==> config.mk <==
export PLATFORM = sky130hd
export DESIGN_NAME = pc_branch_stack_indirect_addr
export DESIGN_NICKNAME = d
export VERILOG_FILES = /design/src/pc_branch_stack_indirect_addr.v
export VERILOG_INCLUDE_DIRS = /design/src
export SDC_FILE = /design/constraint.sdc
export NUM_CORES = 1
export LEC_CHECK = 0
export BUFFER_PORTS_ARGS = -buffer_cell sky130_fd_sc_hd__clkbuf_2
export CAP_MARGIN = 0
export CORE_AREA = 5 5 167 169
export CTS_BUF_LIST = sky130_fd_sc_hd__clkbuf_2 sky130_fd_sc_hd__clkbuf_4 sky130_fd_sc_hd__clkbuf_8
export DETAILED_ROUTE_END_ITERATION = 12
export DIE_AREA = 0 0 172 174
export HOLD_SLACK_MARGIN = 0.05
export PLACE_DENSITY = 0.8
export SLEW_MARGIN = 25
export SYNTH_ARGS = -nofsm -noshare
export SYNTH_HDL_FRONTEND = slang
export SYNTH_SLANG_ARGS = --single-unit
==> constraint.sdc <==
create_clock -name clk_in -period 6.45 [get_ports clk_in]
set_clock_uncertainty 0.2 [all_clocks]
set_input_delay 0.645 -clock clk_in [delete_from_list [all_inputs] [get_ports clk_in]]
set_output_delay 0.645 -clock clk_in [all_outputs]
set_load 0.01 [all_outputs]
==> src/pc_stack_regs.vh <==
// constants for the program counter, return stack and indirect address block
// included by pc_branch_stack_indirect_addr.v only
`ifndef PC_STACK_REGS_VH
`define PC_STACK_REGS_VH
`define OFF_INDIRECT_DATA_PORT_0 4'h0
`define OFF_INDIRECT_DATA_PORT_1 4'h1
`define OFF_ADDR_LOW_0 4'h4
`define OFF_ADDR_HIGH_0 4'h5
`define OFF_ADDR_LOW_1 4'h6
`define OFF_ADDR_HIGH_1 4'h7
`define OFF_PC_HIGH_LATCH 4'ha
`define OFF_STACK_POINTER 4'hb
`define OFF_TOS_LOW 4'hc
`define OFF_TOS_HIGH 4'hd
`define OFF_STACK_STATUS 4'he
`define STACK_DEPTH 16
`define STACK_PTR_EMPTY 5'h1f
`define STACK_PTR_TOP 5'h0f
`define BANKED_LAST 16'h1fff
`define LINEAR_BASE 16'h2000
`define LINEAR_LAST 16'h2fef
`define GPR_BLOCK 7'h50
`define GPR_FIRST 7'h20
`define BANK_SIZE 7'h80
`define LINEAR_BANKS 6'h32
`define RESET_BYTE 8'h00
`endif

==> src/pc_branch_stack_indirect_addr.v <==
// program counter branch targets, return stack and indirect address decode
// assumes one core clock, decoder strobes of one cycle, external data and flash memories
// Functional notes
// - register branch: pc becomes incremented pc plus unsigned working register
// - literal branch: pc becomes incremented pc plus signed operand
// - sixteen entry fifteen bit return stack, separate storage
// - push pc on call, indirect call and interrupt entry
// - pop on return, return with literal, return from interrupt
// - pushes and pops leave the high latch unchanged
// - without fault reset the stack wraps circularly
// - overflow and underflow flags set regardless of fault reset
// - with fault reset enabled, overflow or underflow resets the device
// - pointer increments on push, decrements on pop, marks occupied entry
// - push increments then writes; pop reads then decrements
// - pointer and top of stack pair readable and writable by software
// - indirect data port accesses location given by its address pointer
// - pointer at an indirect data port reads zero, write suppressed
// - sixteen bit pointer formed from high and low bytes
// - 0x0000 to 0x1fff map straight to banked data memory
// - 0x2000 to 0x2fef map contiguously onto 80 byte blocks
// - unimplemented linear locations read as zero
// - common memory is outside the linear region
// - msb set addresses flash, low byte of word returned
// - indirect writes never modify flash
// - indirect flash read takes one extra cycle
//
// Chosen here: strobed register access.
`timescale 1ns/100ps
`default_nettype none
`include "pc_stack_regs.vh"
module pc_branch_stack_indirect_addr
(
   // clock and reset
   input wire clk_in,
   input wire reset_in,
   // configuration
   input wire stack_fault_reset_enable_in,
   input wire [5:0] implemented_banks_in,
   // decoder requests
   input wire branch_by_working_reg_in,
   input wire branch_by_literal_in,
   input wire [8:0] branch_operand_in,
   input wire [7:0] working_reg_in,
   input wire [14:0] pc_in,
   input wire push_in,
   input wire [14:0] push_value_in,
   input wire pop_in,
   // register port
   input wire [3:0] reg_addr_in,
   input wire [7:0] reg_wdata_in,
   input wire reg_write_in,
   input wire reg_read_in,
   output reg [7:0] reg_rdata_out,
   // data memory
   output reg [12:0] mem_addr_out,
   output reg [7:0] mem_wdata_out,
   output wire mem_write_out,
   output wire mem_read_out,
   input wire [7:0] mem_rdata_in,
   // program flash
   output reg [14:0] flash_addr_out,
   output wire flash_read_out,
   input wire [13:0] flash_rdata_in,
   // results
   output reg pc_load_out,
   output reg [14:0] pc_target_out,
   output reg [14:0] pop_value_out,
   output wire indirect_stall_out,
   output reg stack_reset_out
);
   localparam REG_NONE = 3'b001;
   localparam REG_MEM = 3'b010;
   localparam REG_FLASH = 3'b100;
   reg [14:0] stack_mem [0:`STACK_DEPTH-1];
   reg [4:0] sp_q;
   reg [7:0] ptr_low_q [0:1];
   reg [7:0] ptr_high_q [0:1];
   reg [6:0] high_latch_q;
   reg ovf_q;
   reg unf_q;
   reg [2:0] rd_state_q;
   reg [7:0] zero_q;
   reg [7:0] rdata_d;
   reg [2:0] rd_state_d;
   reg [4:0] sp_d;
   reg do_push;
   reg do_pop;
   reg ovf_ev;
   reg unf_ev;
   wire sel;
   wire [15:0] ind_addr;
   wire ind_access;
   wire is_port;
   wire is_flash;
   wire is_banked;
   wire is_linear;
   wire lin_ok;
   wire [11:0] lin_off;
   wire [5:0] lin_bank;
   wire [6:0] lin_rem;
   integer i;
   // 16 bit pointer of the selected port
   assign sel = reg_addr_in[0];
   assign ind_addr = {ptr_high_q[sel], ptr_low_q[sel]};
   assign ind_access = (reg_addr_in[3:1] == 3'h0) & (reg_read_in | reg_write_in);
   assign is_port = (ind_addr[15:1] == 15'h0000);
   assign is_flash = ind_addr[15];
   assign is_banked = ~is_flash & (ind_addr <= `BANKED_LAST) & ~is_port;
   assign is_linear = (ind_addr >= `LINEAR_BASE) & (ind_addr <= `LINEAR_LAST);
   assign lin_off = ind_addr[11:0];
   assign lin_bank = div80(lin_off);
   assign lin_rem = rem80(lin_off);
   assign lin_ok = is_linear & (lin_bank < implemented_banks_in);
   assign mem_read_out = ind_access & reg_read_in & (is_banked | lin_ok);
   assign mem_write_out = ind_access & reg_write_in & (is_banked | lin_ok);
   assign flash_read_out = ind_access & reg_read_in & is_flash;
   assign indirect_stall_out = flash_read_out;
   function [5:0] div80;
      input [11:0] off;
      begin
         div80 = 6'h00;
         for (i = 1; i < 52; i = i + 1)
            if ({20'h00000, off} >= i * 80)
               div80 = i[5:0];
      end
   endfunction
   function [6:0] rem80;
      input [11:0] off;
      reg [12:0] base;
      begin
         base = {7'h00, div80(off)} * 13'd80;
         rem80 = off[6:0] - base[6:0];
      end
   endfunction
   // memory address: banked direct, linear into gpr block, commons excluded
   always @*
   begin
      mem_wdata_out = reg_wdata_in;
      flash_addr_out = ind_addr[14:0];
      if (is_linear)
         mem_addr_out = {lin_bank, 7'h00} + {6'h00, `GPR_FIRST} + {6'h00, lin_rem};
      else
         mem_addr_out = ind_addr[12:0];
   end
   // branch targets
   always @*
   begin
      pc_load_out = branch_by_working_reg_in | branch_by_literal_in;
      if (branch_by_working_reg_in)
         pc_target_out = pc_in + 15'h0001 + {7'h00, working_reg_in};
      else
         pc_target_out = pc_in + 15'h0001 + {{6{branch_operand_in[8]}}, branch_operand_in};
   end
   // push and pop with pointer
   always @*
   begin
      do_push = push_in & ~pop_in;
      do_pop = pop_in & ~push_in;
      ovf_ev = do_push & (sp_q == `STACK_PTR_TOP);
      unf_ev = do_pop & (sp_q == `STACK_PTR_EMPTY);
      sp_d = sp_q;
      if (do_push)
         sp_d = (sp_q == `STACK_PTR_TOP) ? 5'h00 : sp_q + 5'h01;
      else if (do_pop)
         sp_d = (sp_q == 5'h00) ? `STACK_PTR_EMPTY : sp_q - 5'h01;
      else if (reg_write_in & (reg_addr_in == `OFF_STACK_POINTER))
         sp_d = reg_wdata_in[4:0];
      pop_value_out = stack_mem[sp_q[3:0]];
   end
   always @(posedge clk_in)
   begin
      if (reset_in)
      begin
         sp_q <= `STACK_PTR_EMPTY;
         ptr_low_q[0] <= `RESET_BYTE;
         ptr_low_q[1] <= `RESET_BYTE;
         ptr_high_q[0] <= `RESET_BYTE;
         ptr_high_q[1] <= `RESET_BYTE;
         high_latch_q <= 7'h00;
         stack_reset_out <= 1'b0;
      end
      else
      begin
         sp_q <= sp_d;
         stack_reset_out <= stack_fault_reset_enable_in & (ovf_ev | unf_ev);
         if (reg_write_in)
            case (reg_addr_in)
               `OFF_ADDR_LOW_0: ptr_low_q[0] <= reg_wdata_in;
               `OFF_ADDR_HIGH_0: ptr_high_q[0] <= reg_wdata_in;
               `OFF_ADDR_LOW_1: ptr_low_q[1] <= reg_wdata_in;
               `OFF_ADDR_HIGH_1: ptr_high_q[1] <= reg_wdata_in;
               `OFF_PC_HIGH_LATCH: high_latch_q <= reg_wdata_in[6:0];
               default: high_latch_q <= high_latch_q;
            endcase
      end
   end
   // stack storage, no reset
   always @(posedge clk_in)
   begin
      if (do_push)
         stack_mem[sp_d[3:0]] <= push_value_in;
      else if (reg_write_in & (reg_addr_in == `OFF_TOS_LOW))
         stack_mem[sp_q[3:0]] <= {stack_mem[sp_q[3:0]][14:8], reg_wdata_in};
      else if (reg_write_in & (reg_addr_in == `OFF_TOS_HIGH))
         stack_mem[sp_q[3:0]] <= {reg_wdata_in[6:0], stack_mem[sp_q[3:0]][7:0]};
   end
   // flags survive the fault reset; set wins over software clear
   always @(posedge clk_in)
   begin
      if (reset_in & ~stack_reset_out)
      begin
         ovf_q <= 1'b0;
         unf_q <= 1'b0;
      end
      else
      begin
         if (ovf_ev)
            ovf_q <= 1'b1;
         else if (reg_write_in & (reg_addr_in == `OFF_STACK_STATUS) & ~reg_wdata_in[0])
            ovf_q <= 1'b0;
         if (unf_ev)
            unf_q <= 1'b1;
         else if (reg_write_in & (reg_addr_in == `OFF_STACK_STATUS) & ~reg_wdata_in[1])
            unf_q <= 1'b0;
      end
   end
   // read path, data one cycle later
   always @*
   begin
      rdata_d = 8'h00;
      rd_state_d = REG_NONE;
      if (reg_read_in)
         case (reg_addr_in)
            `OFF_INDIRECT_DATA_PORT_0, `OFF_INDIRECT_DATA_PORT_1:
            begin
               if (is_flash)
                  rd_state_d = REG_FLASH;
               else if (is_banked | lin_ok)
                  rd_state_d = REG_MEM;
               else
                  rdata_d = 8'h00;
            end
            `OFF_ADDR_LOW_0: rdata_d = ptr_low_q[0];
            `OFF_ADDR_HIGH_0: rdata_d = ptr_high_q[0];
            `OFF_ADDR_LOW_1: rdata_d = ptr_low_q[1];
            `OFF_ADDR_HIGH_1: rdata_d = ptr_high_q[1];
            `OFF_PC_HIGH_LATCH: rdata_d = {1'b0, high_latch_q};
            `OFF_STACK_POINTER: rdata_d = {3'h0, sp_q};
            `OFF_TOS_LOW: rdata_d = stack_mem[sp_q[3:0]][7:0];
            `OFF_TOS_HIGH: rdata_d = {1'b0, stack_mem[sp_q[3:0]][14:8]};
            `OFF_STACK_STATUS: rdata_d = {6'h00, unf_q, ovf_q};
            default: rdata_d = 8'h00;
         endcase
   end
   always @(posedge clk_in)
   begin
      if (reset_in)
      begin
         rd_state_q <= REG_NONE;
         zero_q <= 8'h00;
      end
      else
      begin
         rd_state_q <= rd_state_d;
         zero_q <= rdata_d;
      end
   end
   always @*
   begin
      case (rd_state_q)
         REG_MEM: reg_rdata_out = mem_rdata_in;
         REG_FLASH: reg_rdata_out = flash_rdata_in[7:0];
         REG_NONE: reg_rdata_out = zero_q;
         default: reg_rdata_out = 8'h00;
      endcase
   end
endmodule // pc_branch_stack_indirect_addr
`default_nettype wire

==> results.txt, run 1 <==
I/O pin total: 176
max-cap violation count: 0
global router's overall resource usage: 27.7%
synth warn: 0
Layout Utilization: 66.2%
crit share post-route: 94.3%
net total in the final layout: 1440
WS Path Type: flop to output port
crit path capture type: output port
number of antenna-violating nets in the routed design: 0
top cell type by total area after synthesis: sky130_fd_sc_hd__edfxtp_1
post-route minimum period: 6080 ps
most prevalent standard cell on the critical path: sky130_fd_sc_hd__xnor2_1
dominant delay contributor by cell family on the critical path: compound AO/OA/AOI/OAI gates
highest cell delay on the worst timing path: 630 ps
required time reported for the critical path endpoint: 5600 ps
Post-CTS Setup Bufs: 0
proportion of synthesized flip-flops having asynchronous set or reset: 0%
vertical die dimension: 174 µm
I/O Buffers: 169
Post-Route WL: 41800 µm
global route total overflow: 0
final number of max-transition violations: 0
TritonCTS clock tree: yes
mean cell area of the mapped netlist: 13.5 µm²
via count of the first global-routing pass: 10758
power consumption: 4.70 mW
DR DRC count: 0
Achievable Freq: 0.164 GHz
placed cell area: 0.0166 mm²
register clock-pin slew on the reported worst setup and hold paths: 60 ps
count leader, synth: sky130_fd_sc_hd__edfxtp_1
floorplan core area: 0.0264 mm²
number of optimization iterations in the first detailed-route pass: 5
final worst hold slack: 122 ps
initial antenna violation count: 0
startpoint type of the worst setup path: flop
Synth Flop Type: sky130_fd_sc_hd__edfxtp_1
CTS sink cnt: 298
initial core utilization: 58.4%
worst slew slack as a fraction of its limit: 32.6%
Static Leakage: 6.48 nW
CTS Hold Bufs: 0
largest net degree at the start of global routing: 44
critical path, cell by cell: mux2i_4 -> o221ai_1 -> a221oi_2 -> o31ai_1 -> a2111oi_2 -> o221ai_2 -> and2_1 -> ha_1 -> fa_1 -> xnor2_1 -> xnor2_1 -> xnor2_1 -> ha_1 -> nand4_1 -> xnor2_1 -> a21oi_1 -> clkbuf_2
total clock buffers created by CTS: 47
FF+latch count, synth: 298
maximum VDD drop: 214 µV
maximum fanout count along the critical path: 11
post-route cell area: 0.0175 mm²
result of the run: completed
average detailed-routed wire length per instance: 24.7 µm
vias per cell: 6.42
CTS-repair resized insts: 0
source-to-sink clock delay at the later pin of the worst-skew pair: 570 ps
class of the tightest hold or removal check: input pin to flop
final count of negative-setup-slack endpoints: 0
Max Root-Sink Buffers: 3
setup repair after global routing missed its margin: false
PD cells: 269 mW/mm²
total count of hold-check failures in the final report: 0
count of buffering cells on the critical path with inverters included: 1
DP Wirelength: 28700 µm
starting DRC count in detailed routing: 1068
cell count after synthesis: 1146
top cell types by occurrence after synthesis: sky130_fd_sc_hd__edfxtp_1, sky130_fd_sc_hd__nand2_1, sky130_fd_sc_hd__mux4_2, sky130_fd_sc_hd__nor2_1, sky130_fd_sc_hd__a21oi_1
Seq/Total Area, Yosys: 56.3%
row count: 60
last weighted congestion value of the routability-driven placer: 0.945
post-synthesis cell type count: 76
post-synth net total: 1270
ratio of cells with drive above 1 in the final layout: 31.2%
R2R setup slack: 2490 ps
number of enable flip-flop cells after synthesis: 272
Post-Synthesis Cell Area: 0.0154 mm²
Max stage delay cell, worst path: sky130_fd_sc_hd__edfxtp_1
data arrival time of the critical path: 5240 ps
via count: 10871
die extent in x: 172 µm
master cell of the clock root buffer: sky130_fd_sc_hd__clkbuf_8
transition time at the pin with the least slew margin: 1010 ps
area growth from synthesis to final layout: 13.4%
Synth top area share: 53.0%
largest cells by area after synthesis: sky130_fd_sc_hd__edfxtp_1, sky130_fd_sc_hd__mux4_2, sky130_fd_sc_hd__dfxtp_1, sky130_fd_sc_hd__ha_1, sky130_fd_sc_hd__mux2i_1
Die Footprint: 0.0299 mm²
total negative slack for setup checks: 0 ps
first-pass GRT wire length: 63400 µm
Antenna Diode Count: 0
total number of H-tree levels: 2
[layout by cell type (no fill, tap or decap), types with 45 or more instances in the layout]
cell                       instances
sky130_fd_sc_hd__o21ai_0          45
sky130_fd_sc_hd__edfxtp_1        272
sky130_fd_sc_hd__mux4_2           77
sky130_fd_sc_hd__clkbuf_2        168
sky130_fd_sc_hd__a21oi_1          53
sky130_fd_sc_hd__nor2_1           74
sky130_fd_sc_hd__nand2_1          79
sky130_fd_sc_hd__buf_4            52
sky130_fd_sc_hd__clkbuf_8         48
[worst register-to-register path, delay by kind of cell (launching register included)]
kind                       cells  cell delay, ps
muxes                          1             360
and+or+nand+nor                5             620
buffers and inverters          1             270
adders and majority gates      1             310
DFF                            1             580
AOI/OAI and AO/OA              8            1500
[path summary, 6_finish.rpt]
path / from / end / depth (start not counted)
worst min-delay path: stack_fault_reset_enable_in / stack_reset_out$_SDFF_PP0_ / 3
worst max register to register: ptr_high_q[0][1]$_DFFE_PP_ / rd_state_q[1]$_SDFF_PP0_ / 16
worst max-delay path: ptr_low_q[0][7]$_DFFE_PP_ / mem_addr_out[9] / 17
worst min register to register: unf_q$_SDFFE_PP0P_ / unf_q$_SDFFE_PP0P_ / 2
[where the power goes]
group          total [mW]  internal, mW  switching [mW]
clock                1.59         0.863           0.729
combinational       0.866         0.376           0.490
sequential           2.24          2.17          0.0679
[area by class of cell]
class / count / area [µm²]
Timing Repair Buffer: 220 / 1230
Clock inverter: 22 / 160
Multi-Input combinational cell: 716 / 6080
Sequential cell: 298 / 8700
Fill cell: 1886 / 8940
Inverter: 33 / 124
Tap cell: 341 / 427
Clock buffer: 63 / 773
[routing by layer]
metal | global-route usage [%] | vias to the layer above | routed length, µm
li1 | - | 4771 | -
met1 | 36.8 | 5309 | 15400
met2 | 46.0 | 686 | 20500
met3 | 5.46 | 105 | 4430
met4 | 9.40 | 0 | 1490
met5 | 0 | - | 0
[flip-flops by register name, indices dropped and copies added (netlist names)]
signal / count
rd_state_q: 3
unf_q: 1
stack_reset_out: 1
zero_q: 8
ovf_q: 1
stack_mem: 240
ptr_high_q: 16
sp_q: 5
ptr_low_q: 16
high_latch_q: 7
[stage by stage]
stage / cells / setup WS, ps
5_1_grt: 1693 / 44.6
3_3_place_gp: 1608 / 480
4_1_cts: 1693 / 379
3_5_place_dp: 1608 / 488
6_report: 1693 / 369
2_1_floorplan: 1146 / 1250
[cell families after synthesis]
kind of cell               share of synthesized area [%]
and+or+nand+nor                                     9.73
DFF                                                 56.3
AOI/OAI and AO/OA                                   9.22
muxes                                               15.9
buffers and inverters                               4.30
xor gates and xnor gates                            2.16
adders and majority gates                           2.37
No activity file was read; power rests on OpenSTA's default activity.
==> run 2: changes to the inputs <==
--- a/config.mk
+++ b/config.mk
@@ -8,12 +8,12 @@
 export LEC_CHECK = 0
 export BUFFER_PORTS_ARGS = -buffer_cell sky130_fd_sc_hd__clkbuf_2
 export CAP_MARGIN = 0
-export CORE_AREA = 5 5 167 169
+export CORE_AREA = 5 5 182 184
 export CTS_BUF_LIST = sky130_fd_sc_hd__clkbuf_2 sky130_fd_sc_hd__clkbuf_4 sky130_fd_sc_hd__clkbuf_8
 export DETAILED_ROUTE_END_ITERATION = 12
-export DIE_AREA = 0 0 172 174
+export DIE_AREA = 0 0 187 189
 export HOLD_SLACK_MARGIN = 0.05
-export PLACE_DENSITY = 0.8
+export PLACE_DENSITY = 0.68
 export SLEW_MARGIN = 25
 export SYNTH_ARGS = -nofsm -noshare
 export SYNTH_HDL_FRONTEND = slang
==> run 2 against run 1 <==
Effect of this change:
- sequential power barely moved
- maximum frequency rose by 0.55%
- via count decreased by 3.0%
- sequential share of layout area fell by 0.22 points
- combinational power shrank 0.7%
- setup slack improved by 33 ps
- first-iteration DRC count down 9.0%
- wire length shrank 4.1%
- flip-flop and latch count did not move
- utilization down 9.9 points
- clock power shrank 5%
- die area is 18% higher
- critical endpoint unchanged
==> results.txt, run 2 (synthesis gave the netlist of run 1 again) <==
result of the run: completed
vertical die dimension: 189 µm (+8.6%)
global route total overflow: 0 (unchanged)
max-cap violation count: 0 (unchanged)
setup repair after global routing missed its margin: false
crit path capture type: output port
most prevalent standard cell on the critical path: sky130_fd_sc_hd__xnor2_1
global router's overall resource usage: 22.4% (-5.3 points)
power consumption: 4.60 mW (-2.0%)
register clock-pin slew on the reported worst setup and hold paths: 70 ps (about the same)
Max stage delay cell, worst path: sky130_fd_sc_hd__edfxtp_1
initial antenna violation count: 0 (unchanged)
Max Root-Sink Buffers: 3 (unchanged)
startpoint type of the worst setup path: flop
row count: 65 (+8.3%)
commonest cells after routing, fill and taps aside: sky130_fd_sc_hd__edfxtp_1, sky130_fd_sc_hd__clkbuf_2, sky130_fd_sc_hd__nand2_1, sky130_fd_sc_hd__mux4_2, sky130_fd_sc_hd__nor2_1
most frequent standard cell in the layout excluding fill and tap cells: sky130_fd_sc_hd__edfxtp_1
total negative slack for setup checks: 0 ps (unchanged)
class of the tightest hold or removal check: input pin to flop
placed cell area: 0.0167 mm² (+0.70%)
number of optimization iterations in the first detailed-route pass: 5 (unchanged)
via count of the first global-routing pass: 10329 (-4.0%)
maximum fanout count along the critical path: 11 (unchanged)
Post-Route WL: 40100 µm (-4.1%)
first-pass GRT wire length: 61700 µm (-2.7%)
total number of H-tree levels: 2 (unchanged)
Static Leakage: 6.49 nW (about the same)
last weighted congestion value of the routability-driven placer: 0.920 (-2.7%)
floorplan core area: 0.0312 mm² (+18%)
post-route cell area: 0.0176 mm² (+0.43%)
total clock buffers created by CTS: 48 (+2.1%)
number of antenna-violating nets in the routed design: 0 (unchanged)
highest cell delay on the worst timing path: 640 ps (about the same)
die extent in x: 187 µm (+8.7%)
worst slew slack as a fraction of its limit: 38.4% (+5.9 points)
count of buffering cells on the critical path with inverters included: 1 (unchanged)
post-route minimum period: 6050 ps (-33.5 ps)
via count: 10550 (-3.0%)
ratio of cells with drive above 1 in the final layout: 31.6% (+0.42 points)
TritonCTS clock tree: yes
starting DRC count in detailed routing: 972 (-9.0%)
final count of negative-setup-slack endpoints: 0 (unchanged)
number of flip-flops in the largest register: 240 (unchanged)
DR DRC count: 0 (unchanged)
maximum VDD drop: 154 µV (-28%)
area growth from synthesis to final layout: 13.9%
final number of max-transition violations: 0 (unchanged)
PD cells: 262 mW/mm² (-2.4%)
Post-CTS Setup Bufs: 0 (unchanged)
dominant delay contributor by cell family on the critical path: compound AO/OA/AOI/OAI gates
CTS Hold Bufs: 0 (unchanged)
data arrival time of the critical path: 5200 ps (-40 ps)
DP Wirelength: 27600 µm (-3.5%)
crit share post-route: 93.8% (-0.52 points)
WS Path Type: flop to output port
vias per cell: 6.00 (-6.5%)
CTS sink cnt: 298 (unchanged)
transition time at the pin with the least slew margin: 922 ps (-87.7 ps)
critical path, cell by cell: nand3b_1 -> nand2_1 -> a2111oi_0 -> nor3b_1 -> a221oi_2 -> o221ai_2 -> and2_1 -> ha_1 -> fa_1 -> xnor2_1 -> xnor2_1 -> xnor2_1 -> ha_1 -> nand4_1 -> xnor2_1 -> a21oi_1 -> clkbuf_2
I/O pin total: 176 (unchanged)
average detailed-routed wire length per instance: 22.8 µm (-7.6%)
CTS-repair resized insts: 0 (unchanged)
net total in the final layout: 1446 (+0.42%)
initial core utilization: 49.4% (-9.0 points)
I/O Buffers: 169 (unchanged)
Die Footprint: 0.0353 mm² (+18%)
Achievable Freq: 0.165 GHz (+0.55%)
required time reported for the critical path endpoint: 5600 ps (about the same)
master cell of the clock root buffer: sky130_fd_sc_hd__clkbuf_8
source-to-sink clock delay at the later pin of the worst-skew pair: 570 ps (about the same)
Antenna Diode Count: 0 (unchanged)
total count of hold-check failures in the final report: 0 (unchanged)
largest net degree at the start of global routing: 54 (+23%)
-- run 2: cell types whose count changed in the layout (fill, tap and decap cells not counted), moves of 2 or more --
cell / before / now
sky130_fd_sc_hd__bufinv_16: 2 / 0
sky130_fd_sc_hd__clkinvlp_4: 0 / 2
sky130_fd_sc_hd__clkinv_1: 14 / 12
sky130_fd_sc_hd__clkbuf_4: 15 / 17
sky130_fd_sc_hd__buf_4: 52 / 57
sky130_fd_sc_hd__dfxtp_2: 0 / 2
-- run 2: metal layers --
layer	vias to the layer above	routed length [µm]	part of all wire [%]	track usage [%]
met5	-	0	0	0
met2	497	19400	48	37.4
met3	63	3430	8.5	4.92
li1	4790	-	-	-
met4	0	776	1.9	5.55
met1	5200	16500	41	30.2
-- run 2: path summary, 6_finish.rpt --
check / from / endpoint / slack, ps / cells past startpoint
max: ptr_low_q[0][7]$_DFFE_PP_ / mem_addr_out[9] / 400 / 17
min: stack_fault_reset_enable_in / stack_reset_out$_SDFF_PP0_ / 100 / 3
max reg2reg: ptr_high_q[0][1]$_DFFE_PP_ / rd_state_q[0]$_SDFF_PP1_ / 2610 / 15
min reg2reg: unf_q$_SDFFE_PP0P_ / unf_q$_SDFFE_PP0P_ / 290 / 2
-- run 2: area by class of cell --
| type | instances | area (µm²) |
|---|---|---|
| fill | 2522 | 13700 |
| sequential | 298 | 8690 |
| multi-input combinational | 716 | 6080 |
| timing repair buffer | 225 | 1270 |
| clock buffer | 65 | 788 |
| tap | 402 | 503 |
| inverter | 33 | 124 |
| clock inverter | 19 | 108 |
-- run 2: stage by stage --
step                std cells  setup WS [ps]  utilization, %  hold slack, ps
CTS                      1758            441            56.2            70.7
global placement         1674            493            53.4             270
floorplan                1146           1250               -             250
detailed placement       1674            490            53.4             287
finish                   1758            402            56.2            97.2
global route             1758           68.5            56.2             130
-- run 2: power by group --
| group | internal (mW) | total, mW | leakage (nW) | switching (mW) |
|---|---|---|---|---|
| sequential | 2.17 | 2.23 | 2.68 | 0.0628 |
| combinational | 0.376 | 0.860 | 3.34 | 0.484 |
| clock | 0.796 | 1.51 | 0.468 | 0.713 |
-- run 2: worst min-delay path, cell delays in order --
cell	delay, ps
sky130_fd_sc_hd__clkbuf_2	80
sky130_fd_sc_hd__nand2b_1	50
sky130_fd_sc_hd__a21oi_1	40
==> run 3: changes to the inputs <==
--- a/config.mk
+++ b/config.mk
@@ -6,14 +6,14 @@
 export SDC_FILE = /design/constraint.sdc
 export NUM_CORES = 1
 export LEC_CHECK = 0
-export BUFFER_PORTS_ARGS = -buffer_cell sky130_fd_sc_hd__clkbuf_2
+export BUFFER_PORTS_ARGS = -buffer_cell sky130_fd_sc_hd__buf_2
 export CAP_MARGIN = 0
-export CORE_AREA = 5 5 182 184
+export CORE_AREA = 5 5 216 218
 export CTS_BUF_LIST = sky130_fd_sc_hd__clkbuf_2 sky130_fd_sc_hd__clkbuf_4 sky130_fd_sc_hd__clkbuf_8
 export DETAILED_ROUTE_END_ITERATION = 12
-export DIE_AREA = 0 0 187 189
+export DIE_AREA = 0 0 221 223
 export HOLD_SLACK_MARGIN = 0.05
-export PLACE_DENSITY = 0.68
+export PLACE_DENSITY = 0.51
 export SLEW_MARGIN = 25
 export SYNTH_ARGS = -nofsm -noshare
 export SYNTH_HDL_FRONTEND = slang
==> run 3 against run 2 <==
Effect of this change:
- first-iteration DRC count is 13% lower
- critical path depth did not move
- count of clock-buffer cells in the layout up 12
- highest routed layer unchanged
- register-to-register slack improved by 60 ps
- critical endpoint unchanged
- setup slack got worse by 15 ps
==> results.txt, run 3 (synthesis gave the netlist of run 1 again) <==
CTS Hold Bufs: 0 (unchanged)
die extent in x: 221 µm (+18%)
global router's overall resource usage: 17.5% (-4.9 points)
Fill cells: 4247 (+68%)
final number of max-transition violations: 0 (unchanged)
Post-CTS Setup Bufs: 0 (unchanged)
post-route minimum period: 6060 ps (+15.0 ps)
total clock buffers created by CTS: 51 (+6.3%)
startpoint type of the worst setup path: flop
final worst hold slack: 149 ps (+52.0 ps)
I/O pin total: 176 (unchanged)
TritonCTS clock tree: yes
maximum fanout count along the critical path: 11 (unchanged)
number of antenna-violating nets in the routed design: 0 (unchanged)
floorplan core area: 0.0447 mm² (+43%)
capturing point of the worst reg2reg path: zero_q[2]$_SDFF_PP0_
DR DRC count: 0 (unchanged)
Antenna Diode Count: 0 (unchanged)
area growth from synthesis to final layout: 16.3%
critical register-to-register path startpoint: sp_q[0]$_SDFF_PP1_
register clock-pin slew on the reported worst setup and hold paths: 60 ps (about the same)
Static Leakage: 6.51 nW (+0.36%)
result of the run: completed
PD cells: 268 mW/mm² (+2.1%)
initial antenna violation count: 1 (+1)
first-pass GRT wire length: 66800 µm (+8.3%)
CTS sink cnt: 298 (unchanged)
average detailed-routed wire length per instance: 22.7 µm (-0.55%)
via count: 10402 (-1.4%)
number of cells traversed by the worst hold path: 3 (unchanged)
crit share post-route: 94.0% (+0.23 points)
Max Root-Sink Buffers: 3 (unchanged)
vertical die dimension: 223 µm (+18%)
max-cap violation count: 0 (unchanged)
R2R setup slack: 2670 ps (+60 ps)
total count of hold-check failures in the final report: 0 (unchanged)
commonest cells after routing, fill and taps aside: sky130_fd_sc_hd__edfxtp_1, sky130_fd_sc_hd__buf_2, sky130_fd_sc_hd__nand2_1, sky130_fd_sc_hd__mux4_2, sky130_fd_sc_hd__nor2_1
maximum VDD drop: 145 µV (-6.0%)
final count of negative-setup-slack endpoints: 0 (unchanged)
cells on worst reg2reg path: 7 (-8)
class of the tightest hold or removal check: input pin to flop
Die Footprint: 0.0493 mm² (+39%)
power consumption: 4.80 mW (+4.3%)
setup repair after global routing missed its margin: false
transition time at the pin with the least slew margin: 999 ps (+77.4 ps)
CTS-repair resized insts: 0 (unchanged)
required time reported for the critical path endpoint: 5600 ps (about the same)
Achievable Freq: 0.165 GHz (-0.25%)
ratio of cells with drive above 1 in the final layout: 33.3% (+1.6 points)
global route total overflow: 0 (unchanged)
source of the worst hold timing path: stack_fault_reset_enable_in
largest net degree at the start of global routing: 56 (+3.7%)
row count: 78 (+20%)
net total in the final layout: 1443 (-0.21%)
WS Path Type: flop to output port
crit path capture type: output port
Layout Utilization: 40.1% (-16 points)
source-to-sink clock delay at the later pin of the worst-skew pair: 590 ps (+20 ps)
post-placement setup slack: 523 ps (+33.1 ps)
initial core utilization: 34.5% (-15 points)
most frequent standard cell in the layout excluding fill and tap cells: sky130_fd_sc_hd__edfxtp_1
number of flip-flops in the largest register: 240 (unchanged)
worst slew slack as a fraction of its limit: 33.4% (-5.0 points)
total negative slack for setup checks: 0 ps (unchanged)
total number of H-tree levels: 2 (unchanged)
destination of the worst hold path: stack_reset_out$_SDFF_PP0_
last weighted congestion value of the routability-driven placer: 0.896 (-2.6%)
worst-case setup margin in the final layout: 387 ps (-15.0 ps)
data arrival time of the critical path: 5220 ps (+20 ps)
Post-Route WL: 44400 µm (+11%)
number of optimization iterations in the first detailed-route pass: 5 (unchanged)
master cell of the clock root buffer: sky130_fd_sc_hd__clkbuf_8
vias per cell: 5.32 (-11%)
DP Wirelength: 30100 µm (+8.7%)
I/O Buffers: 169 (unchanged)
via count of the first global-routing pass: 10561 (+2.2%)
starting DRC count in detailed routing: 843 (-13%)
==> run 3: cell count changes in the layout (fill, tap and decap cells not counted), moves of 2 or more <==
| cell | previous run | this run |
|---|---|---|
| sky130_fd_sc_hd__buf_4 | 57 | 50 |
| sky130_fd_sc_hd__clkbuf_2 | 168 | 0 |
| sky130_fd_sc_hd__nor2_2 | 0 | 15 |
| sky130_fd_sc_hd__clkinvlp_4 | 2 | 0 |
| sky130_fd_sc_hd__nor2_1 | 74 | 59 |
| sky130_fd_sc_hd__clkbuf_8 | 48 | 54 |
| sky130_fd_sc_hd__clkinv_1 | 12 | 7 |
| sky130_fd_sc_hd__buf_2 | 0 | 168 |
| sky130_fd_sc_hd__clkbuf_4 | 17 | 23 |
==> run 3: layout make-up <==
cell class / instances / area (µm²) / share of cell area (%)
timing repair buffer: 219 / 1240 / 6.89
inverter: 33 / 124 / 0.690
clock buffer: 77 / 916 / 5.10
tap: 600 / 751 / 4.18
multi-input combinational: 716 / 6120 / 34.1
sequential: 298 / 8690 / 48.5
clock inverter: 13 / 98.8 / 0.551
==> run 3: layer usage <==
metal	GRT usage [%]	share of wire, %	up-vias
met5	0	0	-
met1	23.8	43	5162
met3	3.05	6.6	60
met4	3.94	1.7	0
li1	-	-	4777
met2	29.4	48	403
==> run 3: power breakdown <==
group | total, mW | switching (mW) | internal (mW)
clock network | 1.68 | 0.739 | 0.945
logic | 0.880 | 0.500 | 0.380
registers | 2.24 | 0.0652 | 2.17
==> run 3: worst max-delay path by stage <==
stage | start | to | slack, ps | cells past startpoint
final | ptr_low_q[0][7]$_DFFE_PP_ | mem_addr_out[9] | 390 | 17
after detailed placement | reg_addr_in[0] | mem_addr_out[9] | 520 | 18
after global routing | ptr_low_q[0][7]$_DFFE_PP_ | mem_addr_out[9] | 7 | 17
after floorplan | reg_addr_in[0] | mem_addr_out[9] | 1250 | 18
after global placement | reg_addr_in[0] | mem_addr_out[9] | 550 | 18
after CTS | ptr_low_q[0][7]$_DFFE_PP_ | mem_addr_out[9] | 390 | 17
==> run 3: critical path: stages (launching register included) <==
cell	delay, ps
sky130_fd_sc_hd__edfxtp_1	610
sky130_fd_sc_hd__nand3b_1	220
sky130_fd_sc_hd__nand2_1	310
sky130_fd_sc_hd__a2111oi_0	530
sky130_fd_sc_hd__nor4_1	140
sky130_fd_sc_hd__a2111oi_2	370
sky130_fd_sc_hd__o221ai_2	220
sky130_fd_sc_hd__and2_1	250
sky130_fd_sc_hd__ha_1	210
sky130_fd_sc_hd__fa_1	370
sky130_fd_sc_hd__xnor2_1	250
sky130_fd_sc_hd__xnor2_1	190
sky130_fd_sc_hd__xnor2_1	160
sky130_fd_sc_hd__ha_1	200
sky130_fd_sc_hd__nand4_1	160
sky130_fd_sc_hd__xnor2_1	170
sky130_fd_sc_hd__a21oi_1	150
sky130_fd_sc_hd__buf_2	150
==> run 3: metrics by stage <==
stage	std cells	area, µm²
after floorplan	1146	15400
after global placement	1865	16900
after detailed placement	1866	16900
after CTS	1956	17900
after global routing	1956	17900
final	1956	17900
